<file path="src/shared/warmup_defines.vh">
// Constants for the oscillator warm-up counter
`ifndef WARMUP_DEFINES_VH
`define WARMUP_DEFINES_VH
`define SEL_WIDTH 2
`define DIV_WIDTH 2
`define SEL_RESET 2'h0
`define DIV_RESET 2'h3
`define SEL_INT_FAST 2'h0
`define SEL_EXT_FAST 2'h1
`define SEL_EXT_SLOW 2'h2
`define DIV_BY1 2'h0
`define DIV_BY2 2'h1
`define DIV_BY4 2'h2
`define DIV_BY8 2'h3
`define VALUE_RESET 8'h80
`define CNT_WIDTH 14
`define CMP_LSB 6
`define CMP_MSB 13
`define PRE_WIDTH 3
`endif

</file>
<file path="src/logic/warmup_divider.v">
// Source clock selector and three-stage binary divider
`timescale 1ns/1ps
`include "warmup_defines.vh"
module warmup_divider #(
  parameter STAGES = `PRE_WIDTH
) (
  input wire clk,
  input wire rst,
  input wire clear,
  input wire run,
  input wire [`SEL_WIDTH-1:0] source,
  input wire [`DIV_WIDTH-1:0] ratio,
  input wire intFastTick,
  input wire extFastTick,
  input wire extSlowTick,
  output reg countTick
);
  reg [STAGES-1:0] stage;
  reg srcTick;
  reg next_countTick;
  wire [STAGES-1:0] stageNext;
  // ****************************************
  // Source selection
  // ****************************************
  always @* begin
    case (source)
      `SEL_INT_FAST: srcTick = intFastTick;
      `SEL_EXT_FAST: srcTick = extFastTick;
      `SEL_EXT_SLOW: srcTick = extSlowTick;
      default: srcTick = 1'b0;
    endcase
  end
  // ****************************************
  // Divider stages and ratio tap
  // ****************************************
  assign stageNext = stage + {{(STAGES-1){1'b0}}, 1'b1};
  always @* begin
    next_countTick = 1'b0;
    if (run && srcTick) begin
      case (ratio)
        `DIV_BY1: next_countTick = 1'b1;
        `DIV_BY2: next_countTick = (stageNext[0] == 1'b0);
        `DIV_BY4: next_countTick = (stageNext[1:0] == 2'h0);
        `DIV_BY8: next_countTick = (stageNext[2:0] == 3'h0);
        default: next_countTick = 1'b0;
      endcase
    end
  end
  // RQ1 divider stages
  // RQ10 ratio select
  always @(posedge clk or posedge rst) begin
    if (rst) begin
      stage <= {STAGES{1'b0}};
      countTick <= 1'b0;
    end else begin
      countTick <= next_countTick;
      if (clear)
        stage <= {STAGES{1'b0}};
      else if (run && srcTick)
        stage <= stageNext;
    end
  end
endmodule // warmup_divider

</file>
<file path="src/logic/oscillator_warmup_counter.v">
// Oscillator warm-up counter: reset, STOP release and software warm-up timing
// Contract
// RQ1: Timer is source selector, three-stage divider and fourteen-stage counter.
// RQ2: After power-on release only the timer runs; core and peripherals stay reset.
// RQ3: Reset sets source select to 0 and division to binary 11.
// RQ4: Reset warm-up counts internal fast clock regardless of source select.
// RQ5: Reset warm-up ends at upper-byte match, releasing core and peripherals.
// RQ6: Warm-up value register holds 128 after reset.
// RQ7: STOP release counts the clock that ran the system at STOP entry.
// RQ8: STOP warm-up ends at upper-byte match and execution resumes.
// RQ9: Software programs division and value before entering STOP.
// RQ10: Division 00,01,10,11 gives divide by 1,2,4,8.
// RQ11: Warm-up lasts value times 64 divided periods, value 1 to 255.
// RQ12: Software warm-up source: 00 internal fast, 01 external fast, 10 slow.
// RQ13: Setting an oscillator enable bit starts oscillator and warm-up count.
// RQ14: Software warm-up match raises done interrupt, stops and clears counter.
// RQ15: Abort stops and clears counter, then abort bit clears itself.
// RQ16: Abort leaves enable bits; software clears enable to restart.
// RQ17: Only a 0-to-1 enable transition starts counting.
// RQ18: STOP during software warm-up freezes count, resumes after release.
// RQ19: Software must not enter STOP during a software warm-up.
// RQ20: Compare counter bits 13 to 6 with the eight-bit value register.
`timescale 1ns/1ps
`include "warmup_defines.vh"
module oscillator_warmup_counter #(
  parameter CNT_BITS = `CNT_WIDTH
) (
  input wire clk,
  input wire rst,
  input wire intFastTick,
  input wire extFastTick,
  input wire extSlowTick,
  input wire ctrlWrite,
  input wire [`SEL_WIDTH-1:0] writeSource,
  input wire [`DIV_WIDTH-1:0] writeRatio,
  input wire writeAbort,
  input wire valueWrite,
  input wire [7:0] writeValue,
  input wire intFastEnableWrite,
  input wire intFastEnableData,
  input wire extFastEnableWrite,
  input wire extFastEnableData,
  input wire extSlowEnableWrite,
  input wire extSlowEnableData,
  input wire stopEnter,
  input wire stopRelease,
  input wire [`SEL_WIDTH-1:0] stopClockSource,
  output reg [`SEL_WIDTH-1:0] warmupSource,
  output reg [`DIV_WIDTH-1:0] warmupRatio,
  output reg warmupAbort,
  output reg [7:0] warmupValue,
  output reg intFastEnable,
  output reg extFastEnable,
  output reg extSlowEnable,
  output reg coreReset,
  output reg stopWarmup,
  output reg softWarmup,
  output reg frozen,
  output reg resumeCpu,
  output reg warmupDoneIrq,
  output reg [CNT_BITS-1:0] count
);
  localparam ST_RESET = 2'h0;
  localparam ST_IDLE = 2'h1;
  localparam ST_STOPPED = 2'h2;
  localparam ST_STOPWARM = 2'h3;

  reg [1:0] state;
  reg [1:0] next_state;
  reg [`SEL_WIDTH-1:0] activeSource;
  reg [`SEL_WIDTH-1:0] stopSource;
  reg running;
  wire countTick;
  wire match;
  wire anyRise;
  wire abortNow;
  wire clearDiv;
  wire inReset;
  wire inIdle;
  wire inStopped;
  wire inStopWarm;
  wire resetDone;
  wire idleStop;
  wire idleAbort;
  wire softDone;
  wire softStart;
  wire stopWake;
  wire stopDone;

  // ****************************************
  // Helpers
  // ****************************************
  function rise;
    input oldBit;
    input wr;
    input dat;
    begin
      rise = wr && dat && !oldBit;
    end
  endfunction

  // RQ20 upper byte compare
  assign match = (count[`CMP_MSB:`CMP_LSB] == warmupValue);
  // RQ17 rising enable only
  assign anyRise = rise(intFastEnable, intFastEnableWrite, intFastEnableData)
    || rise(extFastEnable, extFastEnableWrite, extFastEnableData)
    || rise(extSlowEnable, extSlowEnableWrite, extSlowEnableData);
  assign abortNow = ctrlWrite && writeAbort;
  // Divider restarts from zero at every warm-up start, end or abort
  assign clearDiv = abortNow || (running && match) || anyRise || stopWake;

  // ****************************************
  // Mode events
  // ****************************************
  assign inReset = (state == ST_RESET);
  assign inIdle = (state == ST_IDLE);
  assign inStopped = (state == ST_STOPPED);
  assign inStopWarm = (state == ST_STOPWARM);
  assign resetDone = inReset && match;
  // STOP entry beats abort, abort beats done, done beats start
  assign idleStop = inIdle && stopEnter;
  assign idleAbort = inIdle && !stopEnter && abortNow;
  assign softDone = inIdle && !stopEnter && !abortNow && softWarmup && match;
  assign softStart = inIdle && !stopEnter && !abortNow && !(softWarmup && match) && anyRise;
  assign stopWake = inStopped && stopRelease;
  assign stopDone = inStopWarm && running && match;

  // ****************************************
  // Source routing
  // ****************************************
  always @* begin
    activeSource = warmupSource;
    case (state)
      // RQ4 reset counts fast internal
      ST_RESET: activeSource = `SEL_INT_FAST;
      // RQ7 STOP entry clock
      ST_STOPWARM: activeSource = stopSource;
      // RQ12 software source select
      default: activeSource = warmupSource;
    endcase
  end

  warmup_divider #(
    .STAGES(`PRE_WIDTH)
  ) divider (
    .clk(clk),
    .rst(rst),
    .clear(clearDiv),
    .run(running),
    .source(activeSource),
    .ratio(warmupRatio),
    .intFastTick(intFastTick),
    .extFastTick(extFastTick),
    .extSlowTick(extSlowTick),
    .countTick(countTick)
  );

  // ****************************************
  // Configuration fields
  // ****************************************
  always @(posedge clk or posedge rst) begin
    if (rst) begin
      // RQ3 reset field values
      warmupSource <= `SEL_RESET;
      warmupRatio <= `DIV_RESET;
    end else if (ctrlWrite) begin
      warmupSource <= writeSource;
      warmupRatio <= writeRatio;
    end
  end

  // RQ15 abort self clears
  always @(posedge clk or posedge rst) begin
    if (rst) begin
      warmupAbort <= 1'b0;
    end else begin
      warmupAbort <= abortNow;
    end
  end

  // RQ6 value of 128
  always @(posedge clk or posedge rst) begin
    if (rst) begin
      warmupValue <= `VALUE_RESET;
    end else if (valueWrite) begin
      warmupValue <= writeValue;
    end
  end

  // ****************************************
  // Oscillator enable bits
  // ****************************************
  // RQ16 abort keeps enables
  always @(posedge clk or posedge rst) begin
    if (rst) begin
      intFastEnable <= 1'b1;
    end else if (intFastEnableWrite) begin
      intFastEnable <= intFastEnableData;
    end
  end

  always @(posedge clk or posedge rst) begin
    if (rst) begin
      extFastEnable <= 1'b0;
    end else if (extFastEnableWrite) begin
      extFastEnable <= extFastEnableData;
    end
  end

  always @(posedge clk or posedge rst) begin
    if (rst) begin
      extSlowEnable <= 1'b0;
    end else if (extSlowEnableWrite) begin
      extSlowEnable <= extSlowEnableData;
    end
  end

  // ****************************************
  // Mode sequencing
  // ****************************************
  always @* begin
    next_state = state;
    case (state)
      ST_RESET: begin
        if (match)
          next_state = ST_IDLE;
      end
      ST_IDLE: begin
        if (stopEnter)
          next_state = ST_STOPPED;
      end
      ST_STOPPED: begin
        if (stopRelease)
          next_state = ST_STOPWARM;
      end
      ST_STOPWARM: begin
        if (running && match)
          next_state = ST_IDLE;
      end
      default: next_state = ST_IDLE;
    endcase
  end

  always @(posedge clk or posedge rst) begin
    if (rst) begin
      state <= ST_RESET;
    end else begin
      state <= next_state;
    end
  end

  // RQ7 capture STOP entry clock
  always @(posedge clk or posedge rst) begin
    if (rst) begin
      stopSource <= `SEL_INT_FAST;
    end else if (idleStop) begin
      stopSource <= stopClockSource;
    end
  end

  // ****************************************
  // Reset release and run control
  // ****************************************
  // RQ2 core held in reset
  // RQ5 release core on match
  always @(posedge clk or posedge rst) begin
    if (rst) begin
      coreReset <= 1'b1;
    end else if (resetDone) begin
      coreReset <= 1'b0;
    end
  end

  always @(posedge clk or posedge rst) begin
    if (rst) begin
      running <= 1'b1;
    end else if (resetDone || idleStop || idleAbort || softDone || stopDone) begin
      running <= 1'b0;
    end else if (softStart || stopWake) begin
      running <= 1'b1;
    end
  end

  // RQ13 software start
  always @(posedge clk or posedge rst) begin
    if (rst) begin
      softWarmup <= 1'b0;
    end else if (idleAbort || softDone || stopDone) begin
      softWarmup <= 1'b0;
    end else if (softStart) begin
      softWarmup <= 1'b1;
    end
  end

  always @(posedge clk or posedge rst) begin
    if (rst) begin
      stopWarmup <= 1'b0;
    end else if (stopWake) begin
      stopWarmup <= 1'b1;
    end else if (stopDone) begin
      stopWarmup <= 1'b0;
    end
  end

  // RQ18 freeze soft count
  always @(posedge clk or posedge rst) begin
    if (rst) begin
      frozen <= 1'b0;
    end else if (idleStop) begin
      frozen <= softWarmup;
    end else if (stopDone) begin
      frozen <= 1'b0;
    end
  end

  // ****************************************
  // Completion pulses
  // ****************************************
  // RQ8 resume after match
  // RQ14 done interrupt
  always @(posedge clk or posedge rst) begin
    if (rst) begin
      resumeCpu <= 1'b0;
      warmupDoneIrq <= 1'b0;
    end else begin
      resumeCpu <= stopDone;
      warmupDoneIrq <= softDone;
    end
  end

  // ****************************************
  // Fourteen-stage counter
  // ****************************************
  // RQ14 clear at match
  // RQ18 resume from held value
  always @(posedge clk or posedge rst) begin
    if (rst) begin
      count <= {CNT_BITS{1'b0}};
    end else if (idleAbort || softDone || softStart || stopDone || (stopWake && !frozen)) begin
      count <= {CNT_BITS{1'b0}};
    end else if (countTick && running) begin
      count <= count + {{(CNT_BITS-1){1'b0}}, 1'b1};
    end
  end
endmodule // oscillator_warmup_counter

</file>
<file path="config.mk">
export PLATFORM = sky130hd
export DESIGN_NAME = oscillator_warmup_counter
export DESIGN_NICKNAME = d
export VERILOG_FILES = /design/src/logic/warmup_divider.v /design/src/logic/oscillator_warmup_counter.v
export VERILOG_INCLUDE_DIRS = /design/src /design/src/shared
export SDC_FILE = /design/constraint.sdc
export NUM_CORES = 1
export LEC_CHECK = 0
export BUFFER_PORTS_ARGS = -buffer_cell sky130_fd_sc_hd__buf_2
export CORE_MARGIN = 4
export CORE_UTILIZATION = 54
export CTS_BUF_LIST = sky130_fd_sc_hd__clkbuf_8
export DETAILED_ROUTE_END_ITERATION = 7
export GPL_TIMING_DRIVEN = 0
export PLACE_DENSITY = 0.82
export SYNTH_ARGS = -nofsm -noshare
export SYNTH_HDL_FRONTEND = slang
export SYNTH_HIERARCHICAL = 1
export SYNTH_SLANG_ARGS = --single-unit
</file>
<file path="constraint.sdc">
create_clock -name clk -period 2.2 [get_ports clk]
set_input_delay 0.11 -clock clk [delete_from_list [all_inputs] [get_ports clk]]
set_output_delay 0.11 -clock clk [all_outputs]
set_load 0.005 [all_outputs]
</file>
; ---- Yosys cells after proc, flatten, opt, wreduce, memory -nomap -nowiden
; Cells that the tools add are included.
[word_totals]
register_bits = 45
output_inout_bits = 36
wordCells = 113
input_bits = 30
[op_classes]
n_addsub = 2
muxes = 20
reduce_logical = 58
bitwise_logic = 1
eq_ne = 13
[op_table]
columns = op, n
row1 = $mux W14, 2
row2 = $logic_and A1 B1 Y1, 24
row3 = $logic_or A1 B1 Y1, 15
row4 = $add A14 B1 Y14 const B, 1
row5 = $reduce_bool A2 Y1, 6
row6 = $eq A2 B2 Y1 const B, 5
row7 = $eq A8 B8 Y1, 1
row8 = $logic_not A2 Y1, 4
row9 = $mux W1, 8
row10 = $mux W2, 4
row11 = $pmux W2 S4, 1
row12 = $logic_not A1 Y1, 7
row13 = $eq A2 B1 Y1 const B, 3
row14 = $mux W3, 2
row15 = $ne A2 B2 Y1 const B, 3
row16 = $pmux W1 S4, 1
row17 = $pmux W2 S2, 1
row18 = $reduce_and A4 Y1, 1
row19 = $add A3 B1 Y3 const B, 1
row20 = $logic_not A3 Y1, 1
row21 = $pmux W1 S3, 1
row22 = $ne A2 B1 Y1 const B, 1
row23 = $not A1 Y1, 1

; ---- Longest topological paths before layout
; Gate-level depths: netlist of the first run.
[logic_depth]
word_depth = 10
depth_mapped = 8
ltp_nobuf = 7

; ---- Modules after synthesis
; Netlist of the first run, hierarchy kept.
[modules_own_cells]
columns = module, area_each_um2, cells_per_inst, n_inst, seq_area_each_um2
row1 = oscillator_warmup_counter, 2124.5, 180, 1, 1033.5
row2 = warmup_divider, 289.0, 29, 1, 100.1

; ---- Least setup slack after synthesis of the first run
; OpenSTA, ideal clock, no wires.
[synth_path]
path_kind = flip-flop to flip-flop
startpoint = register state[0]
endpoint = register divider.stage[0]
path_buffers = 0
slack_ps = 373
arrival_time_ps = 1702
setup_time_ps = 125
required_time_ps = 2075
synth_period_minus_slack_ps = 1827
path_stages_with_launch = 7
path_cell_list = dfrtp_1 -> inv_1 -> ha_1 -> o21ai_0 -> mux2i_2 -> o21ai_2 -> mux2_4
[synth_between]
elab_chain_cells = 6
elab_cells_between_ends = 13
cone_classes = 4 x eq/ne / 3 x mux / 6 x reduce/logical
[synth_rtl]
columns = item, line_no
row1 = start: declaration, oscillator_warmup_counter.v:68  ; reg [1:0] state;
row2 = start signal: assignment, oscillator_warmup_counter.v:248  ; state <= next_state;
row3 = $eq A2 B2 Y1 / $logic_not A2 Y1 (equally long branches), oscillator_warmup_counter.v:133  ; case (state)
row4 = $pmux W2 S2 *, oscillator_warmup_counter.v:133
row5 = net activeSource[0], oscillator_warmup_counter.v:70  ; reg [`SEL_WIDTH-1:0] activeSource;
row6 = $eq A2 B2 Y1 (tied with other cells), warmup_divider.v:26  ; case (source)
row7 = $pmux W1 S3 *, warmup_divider.v:26
row8 = $logic_and A1 B1 Y1 *, warmup_divider.v:59  ; else if (run && srcTick)
row9 = $reduce_bool A2 Y1 (no line) *, -
row10 = end signal: assignment, warmup_divider.v:53  ; stage <= {STAGES{1'b0}};
row11 = end signal: assignment, warmup_divider.v:58  ; stage <= {STAGES{1'b0}};
row12 = end signal: assignment, warmup_divider.v:60  ; stage <= stageNext;
row13 = end: declaration, warmup_divider.v:18  ; reg [STAGES-1:0] stage;
; The timed path passes the listed nets; every way through them passes the cells marked *.
; A chain may end at the register's enable or synchronous reset.

; ---- Worst setup path after layout of the first run
; Ends and elaborated chain as after synthesis.

==> metrics.md, run 1 <==
| Metric | Value |
|---|---|
| Net Switching | `0.7796 mW` |
| Worst min path class | `in2reg` |
| Worst Setup End Kind | `register` |
| Unrepaired setup endpoints after global routing | `false` |
| Number of synthesized flops with an enable pin | `0` |
| GRT Overall Usage | `0.1961` |
| Compound-Gate Fraction of Synth Area | `0.05391` |
| Clock share of power | `0.221` |
| Async S/R FF share, synth | `1.000` |
| Synth top area share | `0.4044` |
| Clk pin slew, worst setup/hold paths | `0.08 ns` |
| Number of global-route vias before repair | `between 1500 and 2000` |
| Count leader, synth | `dfrtp_1` |
| Synthesis-to-finish area growth | `20.11%` |
| Die height | `74.86 um` |
| Htree depth | `2` |
| PD cells | `811.0 nW/um^2` |
| Post-Synth XOR/XNOR Area | `0.08917` |
| Hold EP | `stopSource[1]` |
| Hold_ws | `0.03954 ns` |
| Max frequency | `approximately 500 MHz` |
| Floorplan row count | `24` |
| Grt ovf | `0` |
| P_int | `1.572 mW` |
| Critical path class | `reg2reg` |
| First-pass GRT wire length | `8.431 mm` |
| RePlAce Congestion | `0.8505` |
| Worst R2R End | `divider/stage[0]` |
| Final-report hold violation count | `0` |
| Syn_nets | `246` |
| Largest net degree at the start of global routing | `42` |
| Crit path launch type | `register` |
| Worst R2R Setup Slack | `0.22 ns` |
| DR WL/cell | `14.76 um` |
| Clock Sinks | `45` |
| Fin crit share | `0.8984` |
| Worst EP required | `between 2 and 2.5 ns` |
| Clock root buffer | `clkbuf_8` |
| DIE WIDTH | `74.86 um` |
| Setup TNS | `0 ns` |
| Final ANT Viol Nets | `0` |
| Share of layout cells above drive strength 1 | `0.4433` |
| Worst-margin pin slew | `0.8563 ns` |
| Mean post-synth cell area | `approximately 12 um^2` |
| # Post-CTS Setup Buffers | `0` |
| Filler cells | `353` |
| Final net count | `318` |
| Vias | `about 1800` |
| Yosys reg bits | `45` |
| DRT Pass-1 Iters | `4` |
| Synth Instances | `approximately 210` |
| Initial core utilization | `0.5543` |
| Post-synth top area cell | `dfrtp_1` |
| Crit-path cells | `inv_1 -> ha_1 -> o21ai_0 -> mux2i_2 -> o21ai_2 -> mux2_4` |
| Worst vdd ir | `0.5036 mV` |
| Antenna Cells | `0` |
| Final setup fails | `0` |
| Clk_lat worst skew | `around 0.3 ns` |
| Leakage power total | `1.444 nW` |
| Multiplexer share of the synthesized area | `0.1130` |
| Number of DRC violations after detailed-routing iteration 0 | `87` |
| Crit-path slowest cell | `dfrtp_1` |
| Cell variety after synth | `44` |
| Setup Skew | `0.01456 ns` |
| Final instance area | `2899 um^2` |
| Post-synth top flop | `dfrtp_1` |
| Seq pwr share | `0.456` |
| Sw frac | `0.3316` |
| CTS tree | `yes` |
| R2R cell count | `6` |
| Hold path startpoint | `stopClockSource[1]` |
| Post-synth top cells | `dfrtp_1, mux2_2, nand2_1` |
| Cell Area, Synth | `2414 um^2` |
| Placed instance area | `2799 um^2` |
| Final min period | `1.976 ns` |
| Tot Pwr | `2.351 mW` |
| Number of DRC violations after detailed routing | `0` |
| CP Data Arrival Time | `2.16 ns` |
| Synth Area in Simple Gates | `0.2037` |
| Status | `completed` |
| Combinational Power Share | `0.323` |
| Via/cell ratio | `roughly 5.3` |
| Reg2Reg Launch Point | `state[0]` |
| Max-cap viol count | `0` |
| Largest family of logic cells by synthesized area | `simple AND/OR/NAND/NOR gates` |
| Adder-Cell Fraction of Synth Area | `0.03629` |
| Antenna violations before repair | `0` |
| Largest cells by area after synthesis | `dfrtp_1, mux2_2, dfstp_2, nor3_2, ha_1` |
| Hold Crit Depth | `2` |
| Num CTS Buffers | `5` |
| Yosys warns | `6` |
| Die ar. | `5603 um^2` |
| Routed wire length | `4.931 mm` |
| Max-slew violations | `0` |
| Crit path max fanout | `5` |
| Critical path's largest stage delay | `0.39 ns` |
| Maximum clock insertion buffer count | `2` |
| DP HPWL | `3.825 mm` |
| Rel. slew slack | `0.4283` |
| I/O pins | `66` |
| Core ar. | `4354 um^2` |
| Sequential fraction of the synthesis area | `0.4697` |
| Port bufs | `64` |
## placed cells by master, fill, tap and decap left out, types with 4 or more instances in the layout
cell type	count
inv_1	13
nor2_1	10
buf_2	64
nand2b_1	4
clkbuf_8	6
nand3b_1	4
nand4_1	5
nor3_1	6
mux2_2	18
nor3_2	10
xnor2_1	10
nor2b_1	4
o21ai_0	4
dfstp_2	6
nand3_1	5
nand2_1	15
ha_1	7
xor2_1	9
dfrtp_1	39
## timing repair
item,4_1_cts,5_1_grt
hold buffers,1,0
hold endpoints to repair,4,0
gates resized for setup,0,0
## final cells by class
class / instances / area (um^2) / area share
clock inverters: 2 / 7.507 / 0.002590
inverters: 12 / 45.04 / 0.01554
flip-flops and latches: 45 / 1134 / 0.3910
clock buffers: 6 / 82.58 / 0.02849
repair buffers: 65 / 330.3 / 0.1139
multi-input cells: 147 / 1197 / 0.4130
plain buffers: 5 / 37.54 / 0.01295
well taps: 52 / 65.06 / 0.02244
## registers in the layout, indices dropped and copies added (netlist names), 2 cells and up
| register | count |
|---|---|
| count | 14 |
| divider/stage | 3 |
| state | 2 |
| stopSource | 2 |
| warmupRatio | 2 |
| warmupSource | 2 |
| warmupValue | 8 |
## cells by family (layout without fill, tap and decap cells)
kind of cell    after synthesis  in the layout
fa+ha+maj                     7              7
flops                        45             45
buf+inv                      17             90
compound gates               16             16
mux                          24             24
xor+xnor                     22             22
simple gates                 78             78
## critical path: cells and delay by family, from the launching register on
| family | cells | cell delay [ns] |
|---|---|---|
| AO/OA/AOI/OAI | 2 | 0.44 |
| adder cells (fa/ha/maj) | 1 | 0.35 |
| buffers and inverters | 1 | 0.09 |
| flip-flops | 1 | 0.39 |
| multiplexers | 2 | 0.60 |
## per-layer routing
metal / wire length (um) / GRT usage
met4: 63 / 0.06126
met3: 256 / 0.05207
met2: 2409 / 0.3211
met1: 2201 / 0.2547
met5: 0 / 0
## worst max path at each step
stage / start / end / slack (ns) / cells after the start
5_1_grt: count[11] / divider/stage[2] / 0.07 / 7
3_3_place_gp: state[0] / divider/stage[0] / 0.26 / 6
2_1_floorplan: state[0] / divider/stage[0] / 0.37 / 6
3_5_place_dp: state[0] / divider/stage[0] / 0.22 / 6
6_report: state[0] / divider/stage[0] / 0.22 / 6
4_1_cts: state[0] / divider/stage[0] / 0.22 / 6
## per-stage QoR
stage / utilization / worst slack, ns / cells
floorplan: - / 0.3728 / 209
global placement: 0.6428 / 0.2610 / 325
detailed placement: 0.6428 / 0.2178 / 325
CTS: 0.6658 / 0.2167 / 334
global route: 0.6658 / 0.06817 / 334
finish: 0.6658 / 0.2236 / 334
## power by group through the flow
stage,Combinational [mW],Clock (mW),Sequential [mW]
after global routing,0.849,0.565,1.09
final,0.760,0.520,1.07
after detailed placement,0.762,0,1.09
after floorplan,0.560,0,1.07
after global placement,0.735,0,1.08
after CTS,0.768,0.535,1.07
(Power assumes the default switching activity.)
==> inputs of run 2 (changes only) <==
--- a/config.mk
+++ b/config.mk
@@ -6,13 +6,13 @@
 export SDC_FILE = /design/constraint.sdc
 export NUM_CORES = 1
 export LEC_CHECK = 0
-export BUFFER_PORTS_ARGS = -buffer_cell sky130_fd_sc_hd__buf_2
+export BUFFER_PORTS_ARGS = -buffer_cell sky130_fd_sc_hd__buf_4
 export CORE_MARGIN = 4
 export CORE_UTILIZATION = 54
 export CTS_BUF_LIST = sky130_fd_sc_hd__clkbuf_8
 export DETAILED_ROUTE_END_ITERATION = 7
 export GPL_TIMING_DRIVEN = 0
-export PLACE_DENSITY = 0.82
+export PLACE_DENSITY = 0.84
 export SYNTH_ARGS = -nofsm -noshare
 export SYNTH_HDL_FRONTEND = slang
 export SYNTH_HIERARCHICAL = 1
==> metrics.md, run 2 (synthesis gave the netlist of run 1 again) <==
| Metric | Value |
|---|---|
| Final net count | `318 (unchanged)` |
| Critical path's largest stage delay | `0.38 ns (about the same)` |
| Core ar. | `4354 um^2 (unchanged)` |
| Critical path class | `reg2reg` |
| Crit path max fanout | `5 (unchanged)` |
| Largest registers | `count (14), warmupValue (8), divider/stage (3)` |
| Grt ovf | `0 (unchanged)` |
| Number of DRC violations after detailed routing | `0 (unchanged)` |
| First-pass GRT wire length | `8.211 mm (-2.6%)` |
| Num CTS Buffers | `5 (unchanged)` |
| CP bufs+invs | `1 (unchanged)` |
| FF/Latch Area | `1134 um^2 (unchanged)` |
| Antenna violations before repair | `0 (unchanged)` |
| Clock root buffer | `clkbuf_8` |
| Maximum clock insertion buffer count | `2 (unchanged)` |
| Clk_lat worst skew | `0.29 ns (about the same)` |
| Max frequency | `506.5 MHz (+0.11%)` |
| CTS tree | `yes` |
| GRT Overall Usage | `0.1896 (-0.006569)` |
| Crit path launch type | `register` |
| Worst vdd ir | `0.4375 mV (-13%)` |
| Floorplan row count | `24 (unchanged)` |
| Die height | `74.86 um (unchanged)` |
| DR WL/cell | `14.78 um (+0.12%)` |
| Commonest non-fill, non-tap cell in the layout | `buf_4` |
| Filler cells | `359 (+1.7%)` |
| Htree depth | `2 (unchanged)` |
| CP Data Arrival Time | `2.16 ns (about the same)` |
| Via/cell ratio | `5.308 (-0.23%)` |
| Setup TNS | `0 ns (unchanged)` |
| RePlAce Congestion | `0.8302 (-2.4%)` |
| Hold_ws | `0.04391 ns (+0.004372 ns)` |
| Number of DRC violations after detailed-routing iteration 0 | `115 (+32%)` |
| I/O pins | `66 (unchanged)` |
| Leakage power total | `1.481 nW (+2.5%)` |
| DP HPWL | `3.819 mm (-0.16%)` |
| Crit-path cells | `inv_1 -> ha_1 -> o21ai_0 -> nand4b_1 -> o22ai_1 -> mux2_1` |
| Largest net degree at the start of global routing | `42 (unchanged)` |
| Rel. slew slack | `0.4400 (+0.01172)` |
| Max-cap viol count | `0 (unchanged)` |
| PD cells | `770.8 nW/um^2 (-5.0%)` |
| Top reg by flops | `count` |
| Port bufs | `64 (unchanged)` |
| Most frequent cells in the layout | `buf_4, dfrtp_1, mux2_2` |
| Clk pin slew, worst setup/hold paths | `0.08 ns (about the same)` |
| Final setup fails | `0 (unchanged)` |
| Initial core utilization | `0.5543 (unchanged)` |
| Vias | `1773 (-0.23%)` |
| Routed wire length | `4.937 mm (+0.12%)` |
| Number of global-route vias before repair | `1818 (+1.1%)` |
| Status | `completed` |
| Multi-input logic area | `1197 um^2 (unchanged)` |
| Worst EP required | `2.38 ns (about the same)` |
| Fin crit share | `0.8974 (-0.001005)` |
| Kind of cell adding the most delay to the critical path | `compound AO/OA/AOI/OAI gates` |
| Clock Sinks | `45 (unchanged)` |
| DIE WIDTH | `74.86 um (unchanged)` |
| CTS-repair resized insts | `0 (unchanged)` |
| Worst Setup End Kind | `register` |
| Antenna Cells | `0 (unchanged)` |
| Crit-path slowest cell | `dfrtp_1` |
| Final-report hold violation count | `0 (unchanged)` |
| Worst min path class | `in2reg` |
| Unrepaired setup endpoints after global routing | `false` |
| DRT Pass-1 Iters | `4 (unchanged)` |
| Final ANT Viol Nets | `0 (unchanged)` |
| Setup Skew | `0.007714 ns (-0.006851 ns)` |
| Die ar. | `5603 um^2 (unchanged)` |
| Share of layout cells above drive strength 1 | `0.4397 (-0.003546)` |
| Worst-margin pin slew | `0.8388 ns (-0.01755 ns)` |
| Max reg flops | `14 (unchanged)` |
| Max-slew violations | `0 (unchanged)` |
| Final min period | `1.974 ns (-0.002211 ns)` |
| Synthesis-to-finish area growth | `26.33%` |
==> run 2: stage by stage <==
step | setup slack [ns] | instances | cell area [um^2] | total power, mW | util
floorplan | 0.3728 | 209 | 2414 | 1.629 | -
global route | 0.1035 | 334 | 3049 | 2.510 | 0.7003
finish | 0.2258 | 334 | 3049 | 2.350 | 0.7003
CTS | 0.2283 | 334 | 3049 | 2.379 | 0.7003
global placement | 0.2442 | 325 | 2959 | 1.863 | 0.6796
detailed placement | 0.2342 | 325 | 2959 | 1.901 | 0.6796
==> run 2: worst register-to-register path, stage by stage, from the launching register on <==
cell and delay, ns:
dfrtp_1 0.38, inv_1 0.09, ha_1 0.36, o21ai_0 0.32, nand4b_1 0.19, o22ai_1 0.20, mux2_1 0.34
==> run 2: path summary, 6_finish.rpt <==
path,slack [ns],depth (start not counted),start,endpoint
max,0.23,6,state[0],divider/stage[2]
min,0.04,2,writeValue[6],warmupValue[6]
max reg2reg,0.23,6,state[0],divider/stage[2]
min reg2reg,0.49,1,coreReset,coreReset
max in group asynchronous,1.11,3,rst,stopSource[1]
min in group asynchronous,0.27,3,rst,divider/stage[2]
==> run 2: area by class of cell <==
class / count / area share
buffer: 5 / 0.01231
clock buffer: 5 / 0.02257
multi-input combinational: 147 / 0.3927
inverter: 12 / 0.01477
clock inverter: 3 / 0.003693
timing repair buffer: 65 / 0.1609
tap: 52 / 0.02134
sequential: 45 / 0.3718
==> run 2: power breakdown <==
group          switching (mW)  internal (mW)  total, mW  leakage, nW
clock network           0.260          0.212      0.471       0.0519
registers               0.118          0.959       1.08        0.562
logic                   0.392          0.409      0.801        0.867
==> run 2: metal layers <==
layer	global-route usage	wire length [um]	vias to the layer above
met5	0	0	-
met1	0.2509	2201	865
met2	0.3114	2468	35
met3	0.03071	189	7
li1	-	-	866
met4	0.07510	77	0
==> run 2: repair_timing <==
action | 4_1_cts | 5_1_grt
hold buffers | 1 | 0
setup buffers | 0 | 0
endpoints found under the hold margin | 4 | 0
